$ cat config.mk
export PLATFORM = sky130hd
export DESIGN_NAME = sbbp_top
export DESIGN_NICKNAME = d
export VERILOG_FILES = /design/src/include/sbbp_pkg.sv /design/src/hdl/sbbp_top.sv
export SDC_FILE = /design/constraint.sdc
export NUM_CORES = 1
export LEC_CHECK = 0
export BUFFER_PORTS_ARGS = -buffer_cell sky130_fd_sc_hd__buf_2
export CAP_MARGIN = 20
export CORE_MARGIN = 3
export CORE_UTILIZATION = 45
export CTS_CLUSTER_DIAMETER = 120
export DETAILED_ROUTE_END_ITERATION = 12
export GPL_ROUTABILITY_DRIVEN = 0
export SYNTH_ARGS = -nofsm -noshare
export SYNTH_HDL_FRONTEND = slang
export SYNTH_HIERARCHICAL = 1
export SYNTH_SLANG_ARGS = --single-unit
$ cat constraint.sdc
create_clock -name clock -period 11.75 [get_ports clock]
set_input_delay 0.5875 -clock clock [delete_from_list [all_inputs] [get_ports clock]]
set_output_delay 0.5875 -clock clock [all_outputs]
set_load 0.01 [all_outputs]
$ cat src/include/sbbp_pkg.sv
// constants for the system bus beat and parity signalling block
// How it works
// whoever drives the data bus drives parity_lane_6 so it and data bits 48..55 hold odd ones.
// whoever drives the data bus drives parity_lane_7 so it and data bits 56..63 hold odd ones.
// the data source asserts beat_valid_strobe once for every data beat it moves.
// termination_acknowledge only ends a transfer and is never asserted without the strobe.
// a two-doubleword transfer to a 32-bit port takes four beats, the last with both strobes.
// external_grant_line_3 is asserted when the arbiter hands the bus to the master on line 3.
// an external peripheral asserts dma_request_line_3 or _4 to ask for dma service.
// an external master asserts external_request_line_3 before it can be granted the bus.
package sbbp_pkg;
   localparam int          DATA_W       = 64;
   localparam int          LANE6_LO     = 48;
   localparam int          LANE7_LO     = 56;
   localparam int          LANE_W       = 8;
   localparam int          HALF_W       = 32;
   localparam int          FIFO_DEPTH   = 8;
   localparam int          XFER_WORDS   = 2;
   localparam logic [1:0]  LAST_BEAT_64 = 2'h1;
   localparam logic [1:0]  LAST_BEAT_32 = 2'h3;
   localparam logic [1:0]  BEAT_RST     = 2'h0;
   typedef enum logic {SBBP_IDLE, SBBP_DRIVE} sbbp_state_type;
endpackage

$ cat src/hdl/sbbp_top.sv
// data-phase beat, termination and upper-lane parity logic with outbound fifo
`timescale 1ns/1ps
`default_nettype none

module sbbp_fifo #(
   parameter int WIDTH = 64,
   parameter int DEPTH = 8
) (
   input  wire logic             clock,
   input  wire logic             arst_n,
   input  wire logic             in_valid,
   output logic                  in_ready,
   input  wire logic [WIDTH-1:0] in_data,
   output logic                  out_valid,
   input  wire logic             out_ready,
   output logic      [WIDTH-1:0] out_data
);
   localparam int AW = $clog2(DEPTH);
   if (DEPTH < 2 || (1 << AW) != DEPTH) $error("fifo depth must be a power of two >= 2");
   logic [WIDTH-1:0] mem [DEPTH];
   logic [AW:0]      wr_q;
   logic [AW:0]      rd_q;
   logic             push;
   logic             pop;

   assign in_ready  = (wr_q - rd_q) != (AW+1)'(DEPTH);
   assign out_valid = wr_q != rd_q;
   assign out_data  = mem[rd_q[AW-1:0]];
   assign push      = in_valid & in_ready;
   assign pop       = out_valid & out_ready;

   always_ff @(posedge clock) begin
      if (push) begin
         mem[wr_q[AW-1:0]] <= in_data;
      end
   end

   always_ff @(posedge clock or negedge arst_n) begin
      if (!arst_n) begin
         wr_q <= '0;
         rd_q <= '0;
      end else begin
         if (push) begin
            wr_q <= wr_q + 1'b1;
         end
         if (pop) begin
            rd_q <= rd_q + 1'b1;
         end
      end
   end
endmodule

module sbbp_top #(
   parameter int FIFO_DEPTH = sbbp_pkg::FIFO_DEPTH
) (
   input  wire logic        clock,
   input  wire logic        arst_n,
   // user side: words to send, transfer start
   input  wire logic        wr_valid,
   output logic             wr_ready,
   input  wire logic [63:0] wr_data,
   input  wire logic        xfer_start,
   input  wire logic        port_is_32,
   output logic             xfer_busy,
   output logic             xfer_done,
   // user side: received beats
   output logic             rx_beat,
   output logic             rx_end,
   output logic [63:0]      rx_data,
   output logic [1:0]       rx_parity_err,
   output logic             rx_ack_err,
   // system bus data phase pins
   input  wire logic [63:0] data_in,
   output logic [63:0]      data_out,
   output logic             data_oe,
   input  wire logic        parity_lane_6_in,
   output logic             parity_lane_6_out,
   input  wire logic        parity_lane_7_in,
   output logic             parity_lane_7_out,
   output logic             parity_oe,
   input  wire logic        beat_valid_strobe_in,
   output logic             beat_valid_strobe_out,
   output logic             beat_valid_strobe_oe,
   input  wire logic        termination_acknowledge_in,
   output logic             termination_acknowledge_out,
   output logic             termination_acknowledge_oe,
   // arbitration and dma
   input  wire logic        external_request_line_3,
   input  wire logic        arb_grant_ext3,
   output logic             external_grant_line_3,
   input  wire logic        dma_request_line_3,
   input  wire logic        dma_request_line_4,
   output logic [1:0]       dma_service_req
);
   if (FIFO_DEPTH < 2) $error("fifo depth below two cannot hold a two-word transfer");

   ////////////////////////////////////////////////////////////////////////////
   // outbound fifo
   logic                   fifo_valid;
   logic                   fifo_pop;
   logic [63:0]            fifo_data;

   sbbp_fifo #(.WIDTH(sbbp_pkg::DATA_W), .DEPTH(FIFO_DEPTH)) u_fifo (
      .clock     (clock),
      .arst_n    (arst_n),
      .in_valid  (wr_valid),
      .in_ready  (wr_ready),
      .in_data   (wr_data),
      .out_valid (fifo_valid),
      .out_ready (fifo_pop),
      .out_data  (fifo_data)
   );

   ////////////////////////////////////////////////////////////////////////////
   // beat sequencer
   sbbp_pkg::sbbp_state_type state_q;
   logic                   port32_q;
   logic [1:0]             beat_q;
   logic [31:0]            hold_q;
   logic                   need_word;
   logic                   fire;
   logic                   last;
   logic [63:0]            beat_data;

   assign need_word = ~port32_q | ~beat_q[0];
   assign fire      = (state_q == sbbp_pkg::SBBP_DRIVE) & (~need_word | fifo_valid);
   assign fifo_pop  = fire & need_word;
   assign last      = beat_q == (port32_q ? sbbp_pkg::LAST_BEAT_32 : sbbp_pkg::LAST_BEAT_64);
   // a 32-bit port carries each doubleword as high half then low half on the upper lanes
   assign beat_data = !port32_q ? fifo_data :
                      need_word ? {fifo_data[63:32], 32'h0} : {hold_q, 32'h0};
   assign xfer_busy = state_q == sbbp_pkg::SBBP_DRIVE;

   always_ff @(posedge clock or negedge arst_n) begin
      if (!arst_n) begin
         state_q  <= sbbp_pkg::SBBP_IDLE;
         port32_q <= 1'b0;
         beat_q   <= sbbp_pkg::BEAT_RST;
      end else begin
         case (state_q)
            sbbp_pkg::SBBP_IDLE: begin
               if (xfer_start) begin
                  state_q  <= sbbp_pkg::SBBP_DRIVE;
                  port32_q <= port_is_32;
                  beat_q   <= sbbp_pkg::BEAT_RST;
               end
            end
            sbbp_pkg::SBBP_DRIVE: begin
               if (fire) begin
                  beat_q <= beat_q + 2'h1;
                  if (last) begin
                     state_q <= sbbp_pkg::SBBP_IDLE;
                  end
               end
            end
            default: begin
               state_q <= sbbp_pkg::SBBP_IDLE;
            end
         endcase
      end
   end

   always_ff @(posedge clock or negedge arst_n) begin
      if (!arst_n) begin
         hold_q <= 32'h0;
      end else if (fifo_pop) begin
         hold_q <= fifo_data[31:0];
      end
   end

   ////////////////////////////////////////////////////////////////////////////
   // pin drivers; a stall while the fifo is empty shows as a cycle without strobe
   logic [63:0]            dout_q;
   logic                   p6_q;
   logic                   p7_q;
   logic                   bvs_q;
   logic                   ta_q;
   logic                   oe_q;

   always_ff @(posedge clock or negedge arst_n) begin
      if (!arst_n) begin
         dout_q <= 64'h0;
         p6_q   <= 1'b1;
         p7_q   <= 1'b1;
         bvs_q  <= 1'b0;
         ta_q   <= 1'b0;
         oe_q   <= 1'b0;
      end else begin
         oe_q  <= xfer_busy & ~(fire & last);
         bvs_q <= fire;
         ta_q  <= fire & last;
         if (fire) begin
            dout_q <= beat_data;
            p6_q   <= ~^beat_data[sbbp_pkg::LANE6_LO +: sbbp_pkg::LANE_W];
            p7_q   <= ~^beat_data[sbbp_pkg::LANE7_LO +: sbbp_pkg::LANE_W];
         end
      end
   end

   assign data_out                    = dout_q;
   assign parity_lane_6_out           = p6_q;
   assign parity_lane_7_out           = p7_q;
   assign beat_valid_strobe_out       = bvs_q;
   assign termination_acknowledge_out = ta_q;
   assign data_oe                     = oe_q | bvs_q;
   assign parity_oe                   = oe_q | bvs_q;
   assign beat_valid_strobe_oe        = oe_q | bvs_q;
   assign termination_acknowledge_oe  = oe_q | bvs_q;
   assign xfer_done                   = ta_q;

   ////////////////////////////////////////////////////////////////////////////
   // inbound beats from another agent
   logic                   rx_beat_q;
   logic                   rx_end_q;
   logic [63:0]            rx_data_q;
   logic [1:0]             rx_perr_q;
   logic                   rx_aerr_q;
   logic                   listen;

   // our own drive is not checked against itself
   assign listen = ~data_oe;

   always_ff @(posedge clock or negedge arst_n) begin
      if (!arst_n) begin
         rx_beat_q <= 1'b0;
         rx_end_q  <= 1'b0;
         rx_data_q <= 64'h0;
         rx_perr_q <= 2'h0;
         rx_aerr_q <= 1'b0;
      end else begin
         rx_beat_q <= listen & beat_valid_strobe_in;
         rx_end_q  <= listen & beat_valid_strobe_in & termination_acknowledge_in;
         rx_aerr_q <= listen & termination_acknowledge_in & ~beat_valid_strobe_in;
         rx_perr_q <= 2'h0;
         if (listen & beat_valid_strobe_in) begin
            rx_data_q    <= data_in;
            rx_perr_q[0] <= ~^{parity_lane_6_in,
                               data_in[sbbp_pkg::LANE6_LO +: sbbp_pkg::LANE_W]};
            rx_perr_q[1] <= ~^{parity_lane_7_in,
                               data_in[sbbp_pkg::LANE7_LO +: sbbp_pkg::LANE_W]};
         end
      end
   end

   assign rx_beat       = rx_beat_q;
   assign rx_end        = rx_end_q;
   assign rx_data       = rx_data_q;
   assign rx_parity_err = rx_perr_q;
   assign rx_ack_err    = rx_aerr_q;

   ////////////////////////////////////////////////////////////////////////////
   // grant and dma request capture
   logic                   grant_q;
   logic [1:0]             dreq_q;

   always_ff @(posedge clock or negedge arst_n) begin
      if (!arst_n) begin
         grant_q <= 1'b0;
         dreq_q  <= 2'h0;
      end else begin
         grant_q <= arb_grant_ext3 & external_request_line_3;
         dreq_q  <= {dma_request_line_4, dma_request_line_3};
      end
   end

   assign external_grant_line_3 = grant_q;
   assign dma_service_req       = dreq_q;

   ////////////////////////////////////////////////////////////////////////////
   // checks
   a_lane6_odd: assert property (@(posedge clock) disable iff (!arst_n)
      bvs_q |-> ^{p6_q, dout_q[55:48]}) else $error("lane 6 parity not odd");
   a_lane7_odd: assert property (@(posedge clock) disable iff (!arst_n)
      bvs_q |-> ^{p7_q, dout_q[63:56]}) else $error("lane 7 parity not odd");
   a_beat_strobe: assert property (@(posedge clock) disable iff (!arst_n)
      fire |=> bvs_q) else $error("beat moved without strobe");
   a_ack_needs_strobe: assert property (@(posedge clock) disable iff (!arst_n)
      ta_q |-> bvs_q && !xfer_busy) else $error("ack without strobe or not at end");
   a_four_beat_end: assert property (@(posedge clock) disable iff (!arst_n)
      (fire && port32_q && beat_q == 2'h0) |=> (!ta_q && bvs_q)) else $error("early end");
   a_port32_last: assert property (@(posedge clock) disable iff (!arst_n)
      (fire && port32_q && beat_q == 2'h3) |=> ta_q) else $error("no end at beat four");
   a_port64_last: assert property (@(posedge clock) disable iff (!arst_n)
      (fire && !port32_q && beat_q == 2'h1) |=> ta_q) else $error("no end at beat two");
   a_grant_cause: assert property (@(posedge clock) disable iff (!arst_n)
      external_grant_line_3 |-> $past(external_request_line_3) && $past(arb_grant_ext3))
      else $error("grant without request and arbiter decision");
   a_dma_follow: assert property (@(posedge clock) disable iff (!arst_n)
      dma_service_req == $past({dma_request_line_4, dma_request_line_3}))
      else $error("dma request not passed on");

   c_port32: cover property (@(posedge clock) disable iff (!arst_n) ta_q && port32_q);
   c_port64: cover property (@(posedge clock) disable iff (!arst_n) ta_q && !port32_q);
   c_stall: cover property (@(posedge clock) disable iff (!arst_n) xfer_busy && !fire);
   c_rx_end: cover property (@(posedge clock) disable iff (!arst_n) rx_end);
endmodule

`default_nettype wire

### Word-level counts from Yosys, hierarchy flattened

Memories as Yosys holds them, arrays and structs flattened.
Index checks and enable logic that the tools add are counted.

| word-level totals | value |
|---|---|
| memories kept | 1 |
| register bits after elaboration | 185 |
| memory bits (writable) | 512 |

| cells by class | value |
|---|---|
| bitwise logic cells | 21 |
| reductions and logical operators | 6 |
| equal/unequal tests | 5 |
| mux-type cells | 13 |
| $add $sub $neg | 4 |

Memories:

| name | words | bits a word | rd ports | clocked after memory_dff | write ports | RTL line | RTL |
|---|---|---|---|---|---|---|---|
| u_fifo.mem | 8 | 64 | 1 | 0 | 1 | sbbp_top.sv:20 | `logic [WIDTH-1:0] mem [DEPTH];` |

Operators by type and width:

| operator | number |
|---|---|
| 64-bit two-way mux | 2 |
| 9-bit XNOR reduction | 2 |
| 8-bit XNOR reduction | 2 |
| 1-bit bitwise AND | 11 |
| 4-bit by 1-bit adder with 4-bit output (second input constant) | 2 |
| 2-bit two-way mux | 4 |
| 1-bit NOT | 7 |
| 1-bit two-way mux | 5 |
| 4-bit != test | 1 |
| 4-bit != test (second input constant) | 1 |
| 2-bit one-hot mux with 2 select lines | 1 |
| 2-bit AND reduction | 2 |
| 4-bit subtractor | 1 |
| 1-bit bitwise OR | 3 |
| 2-bit by 1-bit adder with 2-bit output (second input constant) | 1 |
| 2-bit == test | 1 |
| 2-bit by 1-bit != test with 1-bit output (second input constant) | 1 |
| 2-bit != test (second input constant) | 1 |
| 1-bit one-hot mux with 2 select lines | 1 |

### Depth between registers and ports, before layout

| depth | value |
|---|---|
| depth after elaboration | 8 |
| gate-level depth with buffers | 12 |

### Hierarchy

Netlist, hierarchy kept.

Modules (own cells, without submodules):

| module | seq. area each (um^2) | area each (um^2) | times used | cells an instance |
|---|---|---|---|---|
| sbbp_fifo | 15574.9 | 19766.5 | 1 | 931 |
| sbbp_top | 4431.8 | 7505.9 | 1 | 579 |

### Worst setup path before layout

No wires, ideal clock.

| timing path | value |
|---|---|
| path kind | reg-to-reg |
| start | reg u_fifo.rd_q[1] |
| end | mem u_fifo.mem[2][0], enable pin |
| cell stages (with the launch flop) | 10 |
| arrival | 7.871 ns |
| path buffers | 3 |
| clock period less this slack | 8.515 ns |
| setup slack | 3.235 ns |
| data required time | 11.106 ns |
| path through | dfrtp_1 > clkbuf_1 > clkbuf_1 > buf_2 > inv_1 > ha_1 > nand2b_1 > a211o_1 > nand3_4 > nor4_1 |

| between the ends | value |
|---|---|
| longest elaborated chain between the ends | 5 |

Ends and longest elaborated chain:

| item | RTL line | RTL |
|---|---|---|
| start: declaration | sbbp_top.sv:22 | `logic [AW:0] rd_q;` |
| start signal: assignment | sbbp_top.sv:47 | `rd_q <= rd_q + 1'b1;` |
| 4-bit subtractor | sbbp_top.sv:26 | `assign in_ready = (wr_q - rd_q) != (AW+1)'(DEPTH);` |
| 4-bit != test | sbbp_top.sv:26 |  |
| 1-bit bitwise AND | sbbp_top.sv:29 | `assign push = in_valid & in_ready;` |
| 1-bit two-way mux | sbbp_top.sv:33 | `if (push) begin` |
| 1-bit two-way mux (implied by the code) | sbbp_top.sv:34 | `mem[wr_q[AW-1:0]] <= in_data;` |
| end: declaration | sbbp_top.sv:20 |  |

Every way passes these cells.

### Worst setup path in the final report

| timing path | value |
|---|---|
| start | reg u_fifo.rd_q[0] |
| end | reg p6_q, in the netlist parity_lane_6_out |

RTL lines:

| item | RTL line | RTL |
|---|---|---|
| 4-bit != test | sbbp_top.sv:27 | `assign out_valid = wr_q != rd_q;` |
| via fifo_valid | sbbp_top.sv:99 | `logic fifo_valid;` |
| 1-bit bitwise OR | sbbp_top.sv:126 | `assign fire = (state_q == sbbp_pkg::SBBP_DRIVE) & (~need_word \| fifo_valid);` |
| 1-bit bitwise AND | sbbp_top.sv:126 |  |
| end signal: assignment | sbbp_top.sv:194 | `p6_q <= ~^beat_data[sbbp_pkg::LANE6_LO +: sbbp_pkg::LANE_W];` |
| end: declaration | sbbp_top.sv:174 | `logic p6_q;` |

The timed path passes the listed nets, and every way through them passes these cells.
A chain may end at the register's enable or synchronous reset.

==> flow_metrics.env <==
export IMPL_status="finished, final reports clean"
export IMPL_cp_slowest_stage_delay_ns=0.83
export IMPL_worstHoldPathType="input pin to async pin"
export IMPL_power_density_nw_per_um2=288
export IMPL_dp_hpwl_microns=39100
export IMPL_ys_seq_elements=697
export IMPL_ys_flop_type="edfxtp_1"
export IMPL_avgSynthCellArea_sq_um=18.1
export IMPL_n_fill_cell=4742
export IMPL_yosysWarnings=6
export IMPL_timing_critical_path_required_ns=12.27
export IMPL_critPathSlowestCell="buf_4"
export IMPL_peakVddDrop_v=0.000205
export IMPL_antenna_found_initial=11
export IMPL_clock_latency_ns=0.60
export IMPL_r2r_end="parity_lane_6_out$_DFFE_PN1P_"
export IMPL_ys_types=45
export IMPL_cts_sinks=697
export IMPL_start_util_pct=45.9
export IMPL_post_cts_resized=0
export IMPL_setup_viol=0
export IMPL_drc=0
export IMPL_drt_initial_drc_count=1102
export IMPL_crit_path_end_kind="register"
export IMPL_ant_nets=0
export IMPL_max_slew_margin_pct=25.9
export IMPL_port_buffers=287
export IMPL_drtPass1Iterations=6
export IMPL_crit_type="register to register"
export IMPL_fp_coreArea_sq_um=59500
export IMPL_synth_nets=1656
export IMPL_path_cells="ha_1 -> nand4_1 -> o21ai_4 -> buf_4 -> nor3_1 -> a221o_1"
export IMPL_post_dp_cell_area_sq_um=29500
export IMPL_period_minus_slack_ns=3.57
export IMPL_ff2ff_path_depth=6
export IMPL_final_area_sq_um=32100
export IMPL_netlist_area_sq_um=27300
export IMPL_ios=288
export IMPL_dieArea_sq_um=63600
export IMPL_via_count=14200
export IMPL_rsz0062_at_grt="false"
export IMPL_cts_root_buf="clkbuf_16"
export IMPL_fin_setup_tns_ns=0
export IMPL_crit_path_start_kind="register"
export IMPL_track_usage_pct=20.2
export IMPL_synthCells=1510
export IMPL_htreeDepth=3
export IMPL_cp_arrival_ns=4.09
export IMPL_synthArstFlopShare_pct=26.5
export IMPL_viasPerCell=5.35
export IMPL_hold_slack_ns=0.0636
export IMPL_finalHoldViolCount=0
export IMPL_cap_violations=0
export IMPL_fin_crit_sh_pct=30.4
export IMPL_synth_seq_area_share_pct=73.4
export IMPL_overflow=0
export IMPL_tritoncts="built"
export IMPL_synth_edff_count=512
export IMPL_grt_max_degree=108
export IMPL_cts_setup_buffers=0
export IMPL_drive_gt1_share_pct=36.0
export IMPL_syn2layout_area_growth_pct=17.6
export IMPL_die_h_microns=252
export IMPL_tightest_slew_ns=1.11
export IMPL_rrSetupSlack_ns=8.18
export IMPL_fmax_mhz=280
export IMPL_maxSlewViolCount=0
export IMPL_post_drt_wl_per_cell_microns=24.0
export IMPL_die_width_microns=252
export IMPL_grt_pass1_vias=14500
export IMPL_worst_path_max_fanout=102
export IMPL_nets=1966
export IMPL_regToRegStartpoint="u_fifo/rd_q[0]$_DFFE_PN0P_"
export IMPL_clk_pin_slew_ns=0.06
export IMPL_wl_microns=63700
export IMPL_fin_skew_ns=0.0136
export IMPL_leakage_nw=12.2
export IMPL_ctsHoldBuffers=0
export IMPL_numCtsBuffers=75
export IMPL_cts_buffer_depth=3
export IMPL_rows=89
export IMPL_grt_pass1_wl_microns=94300
-- how the worst max path moves through the flow --
stage | start | endpoint | slack [ns] | cells past startpoint
floorplan | u_fifo/rd_q[1]$_DFFE_PN0P_ | u_fifo/mem[2][0]$_DFFE_PP_ | 3.23 | 9
global placement | u_fifo/rd_q[0]$_DFFE_PN0P_ | parity_lane_6_out$_DFFE_PN1P_ | 8.26 | 6
detailed placement | u_fifo/rd_q[0]$_DFFE_PN0P_ | parity_lane_6_out$_DFFE_PN1P_ | 8.17 | 6
CTS | u_fifo/rd_q[0]$_DFFE_PN0P_ | parity_lane_6_out$_DFFE_PN1P_ | 8.15 | 6
global route | u_fifo/rd_q[0]$_DFFE_PN0P_ | parity_lane_6_out$_DFFE_PN1P_ | 7.89 | 6
finish | u_fifo/rd_q[0]$_DFFE_PN0P_ | parity_lane_6_out$_DFFE_PN1P_ | 8.18 | 6
-- synth_stat cells, drive strengths merged (2+ instances only) --
| cell type | number | area [sq um] |
|---|---|---|
| a21oi | 2 | 10.0 |
| a221o | 2 | 20.0 |
| and2 | 3 | 21.3 |
| buf | 52 | 332 |
| clkbuf | 28 | 105 |
| dfrtp | 183 | 4580 |
| dfstp | 2 | 52.6 |
| edfxtp | 512 | 15400 |
| ha | 5 | 62.6 |
| inv | 10 | 37.5 |
| mux2 | 98 | 1210 |
| mux2i | 32 | 320 |
| mux4 | 128 | 2880 |
| nand2 | 263 | 987 |
| nand2b | 35 | 219 |
| nand3 | 6 | 42.5 |
| nand4 | 4 | 31.3 |
| nor2 | 4 | 25.0 |
| nor3 | 5 | 25.0 |
| nor4 | 7 | 43.8 |
| o21ai | 67 | 347 |
| or2 | 2 | 12.5 |
| xnor2 | 46 | 403 |
| xor2 | 6 | 52.6 |
-- cell type report --
| cell class | instances | area [sq um] | area share [%] |
|---|---|---|---|
| inverters | 10 | 37.5 | 0.117 |
| well taps | 773 | 967 | 3.01 |
| flip-flops and latches | 697 | 20000 | 62.4 |
| diodes | 4 | 10.0 | 0.0312 |
| repair buffers | 313 | 1650 | 5.15 |
| clock inverters | 38 | 427 | 1.33 |
| clock buffers | 102 | 2130 | 6.65 |
| multi-input cells | 723 | 6840 | 21.3 |
-- routing by layer --
layer	vias up	GRT usage, %	part of all wire [%]
met5	-	0	0.11
met4	10	5.65	2.4
met3	99	4.96	6.6
met2	454	33.6	49
met1	7329	26.8	42
li1	6347	-	-
-- logic make-up (layout without fill, tap and decap cells) --
logic type / after synthesis / after routing / synth area share [%]
buf+inv: 90 / 463 / 1.74
mux: 258 / 258 / 16.2
simple gates: 333 / 333 / 5.27
flops: 697 / 697 / 73.4
compound gates: 74 / 74 / 1.48
xor+xnor: 53 / 53 / 1.75
fa+ha+maj: 5 / 5 / 0.229
other cells: 0 / 4 / 0
-- where the power goes --
group / internal [mW] / switching (mW) / total, mW
Combinational: 1.42 / 1.76 / 3.18
Sequential: 3.29 / 0.354 / 3.65
Clock: 1.46 / 0.944 / 2.40
Total: 6.17 / 3.06 / 9.23
-- flip-flops by register name (all words and copies together) (netlist names), 4 cells and up --
name	cells
rx_data	64
data_out	64
u_fifo/wr_q	4
hold_q	32
u_fifo/mem	512
u_fifo/rd_q	4
-- critical path: cells and delay by family, from the launching register on --
family | cells | cell delay [ns]
flops | 1 | 0.70
fa+ha+maj | 1 | 0.44
compound gates | 2 | 1.06
buf+inv | 1 | 0.83
simple gates | 2 | 0.38
-- cells in the final DEF (no fill, tap or decap), types with 10 or more instances in the layout --
cell       Yosys  layout
clkbuf_1      28      15
buf_2         25     286
mux2i_1       32      32
dfrtp_1      183     180
nand2_1      263     262
nand2b_1      35      35
clkinv_1       0      10
buf_4         20      25
mux2_4        28      28
clkbuf_16      0      78
clkinv_2       0      10
mux4_2       128     128
xnor2_1       46      46
o21ai_0       65      65
edfxtp_1     512     512
clkbuf_8       0      10
mux2_2        70      70
-- per-stage QoR --
stage                     cells  utilization, %  power (mW)  setup WS [ns]
after floorplan            1510               -        5.89           3.23
after global placement     2516            49.6        6.87           8.26
after detailed placement   2516            49.6        6.94           8.17
after CTS                  2656            53.9        9.37           8.15
after global routing       2658            53.9        9.73           7.89
final                      2660            54.0        9.23           8.18
(Power assumes the default switching activity.)
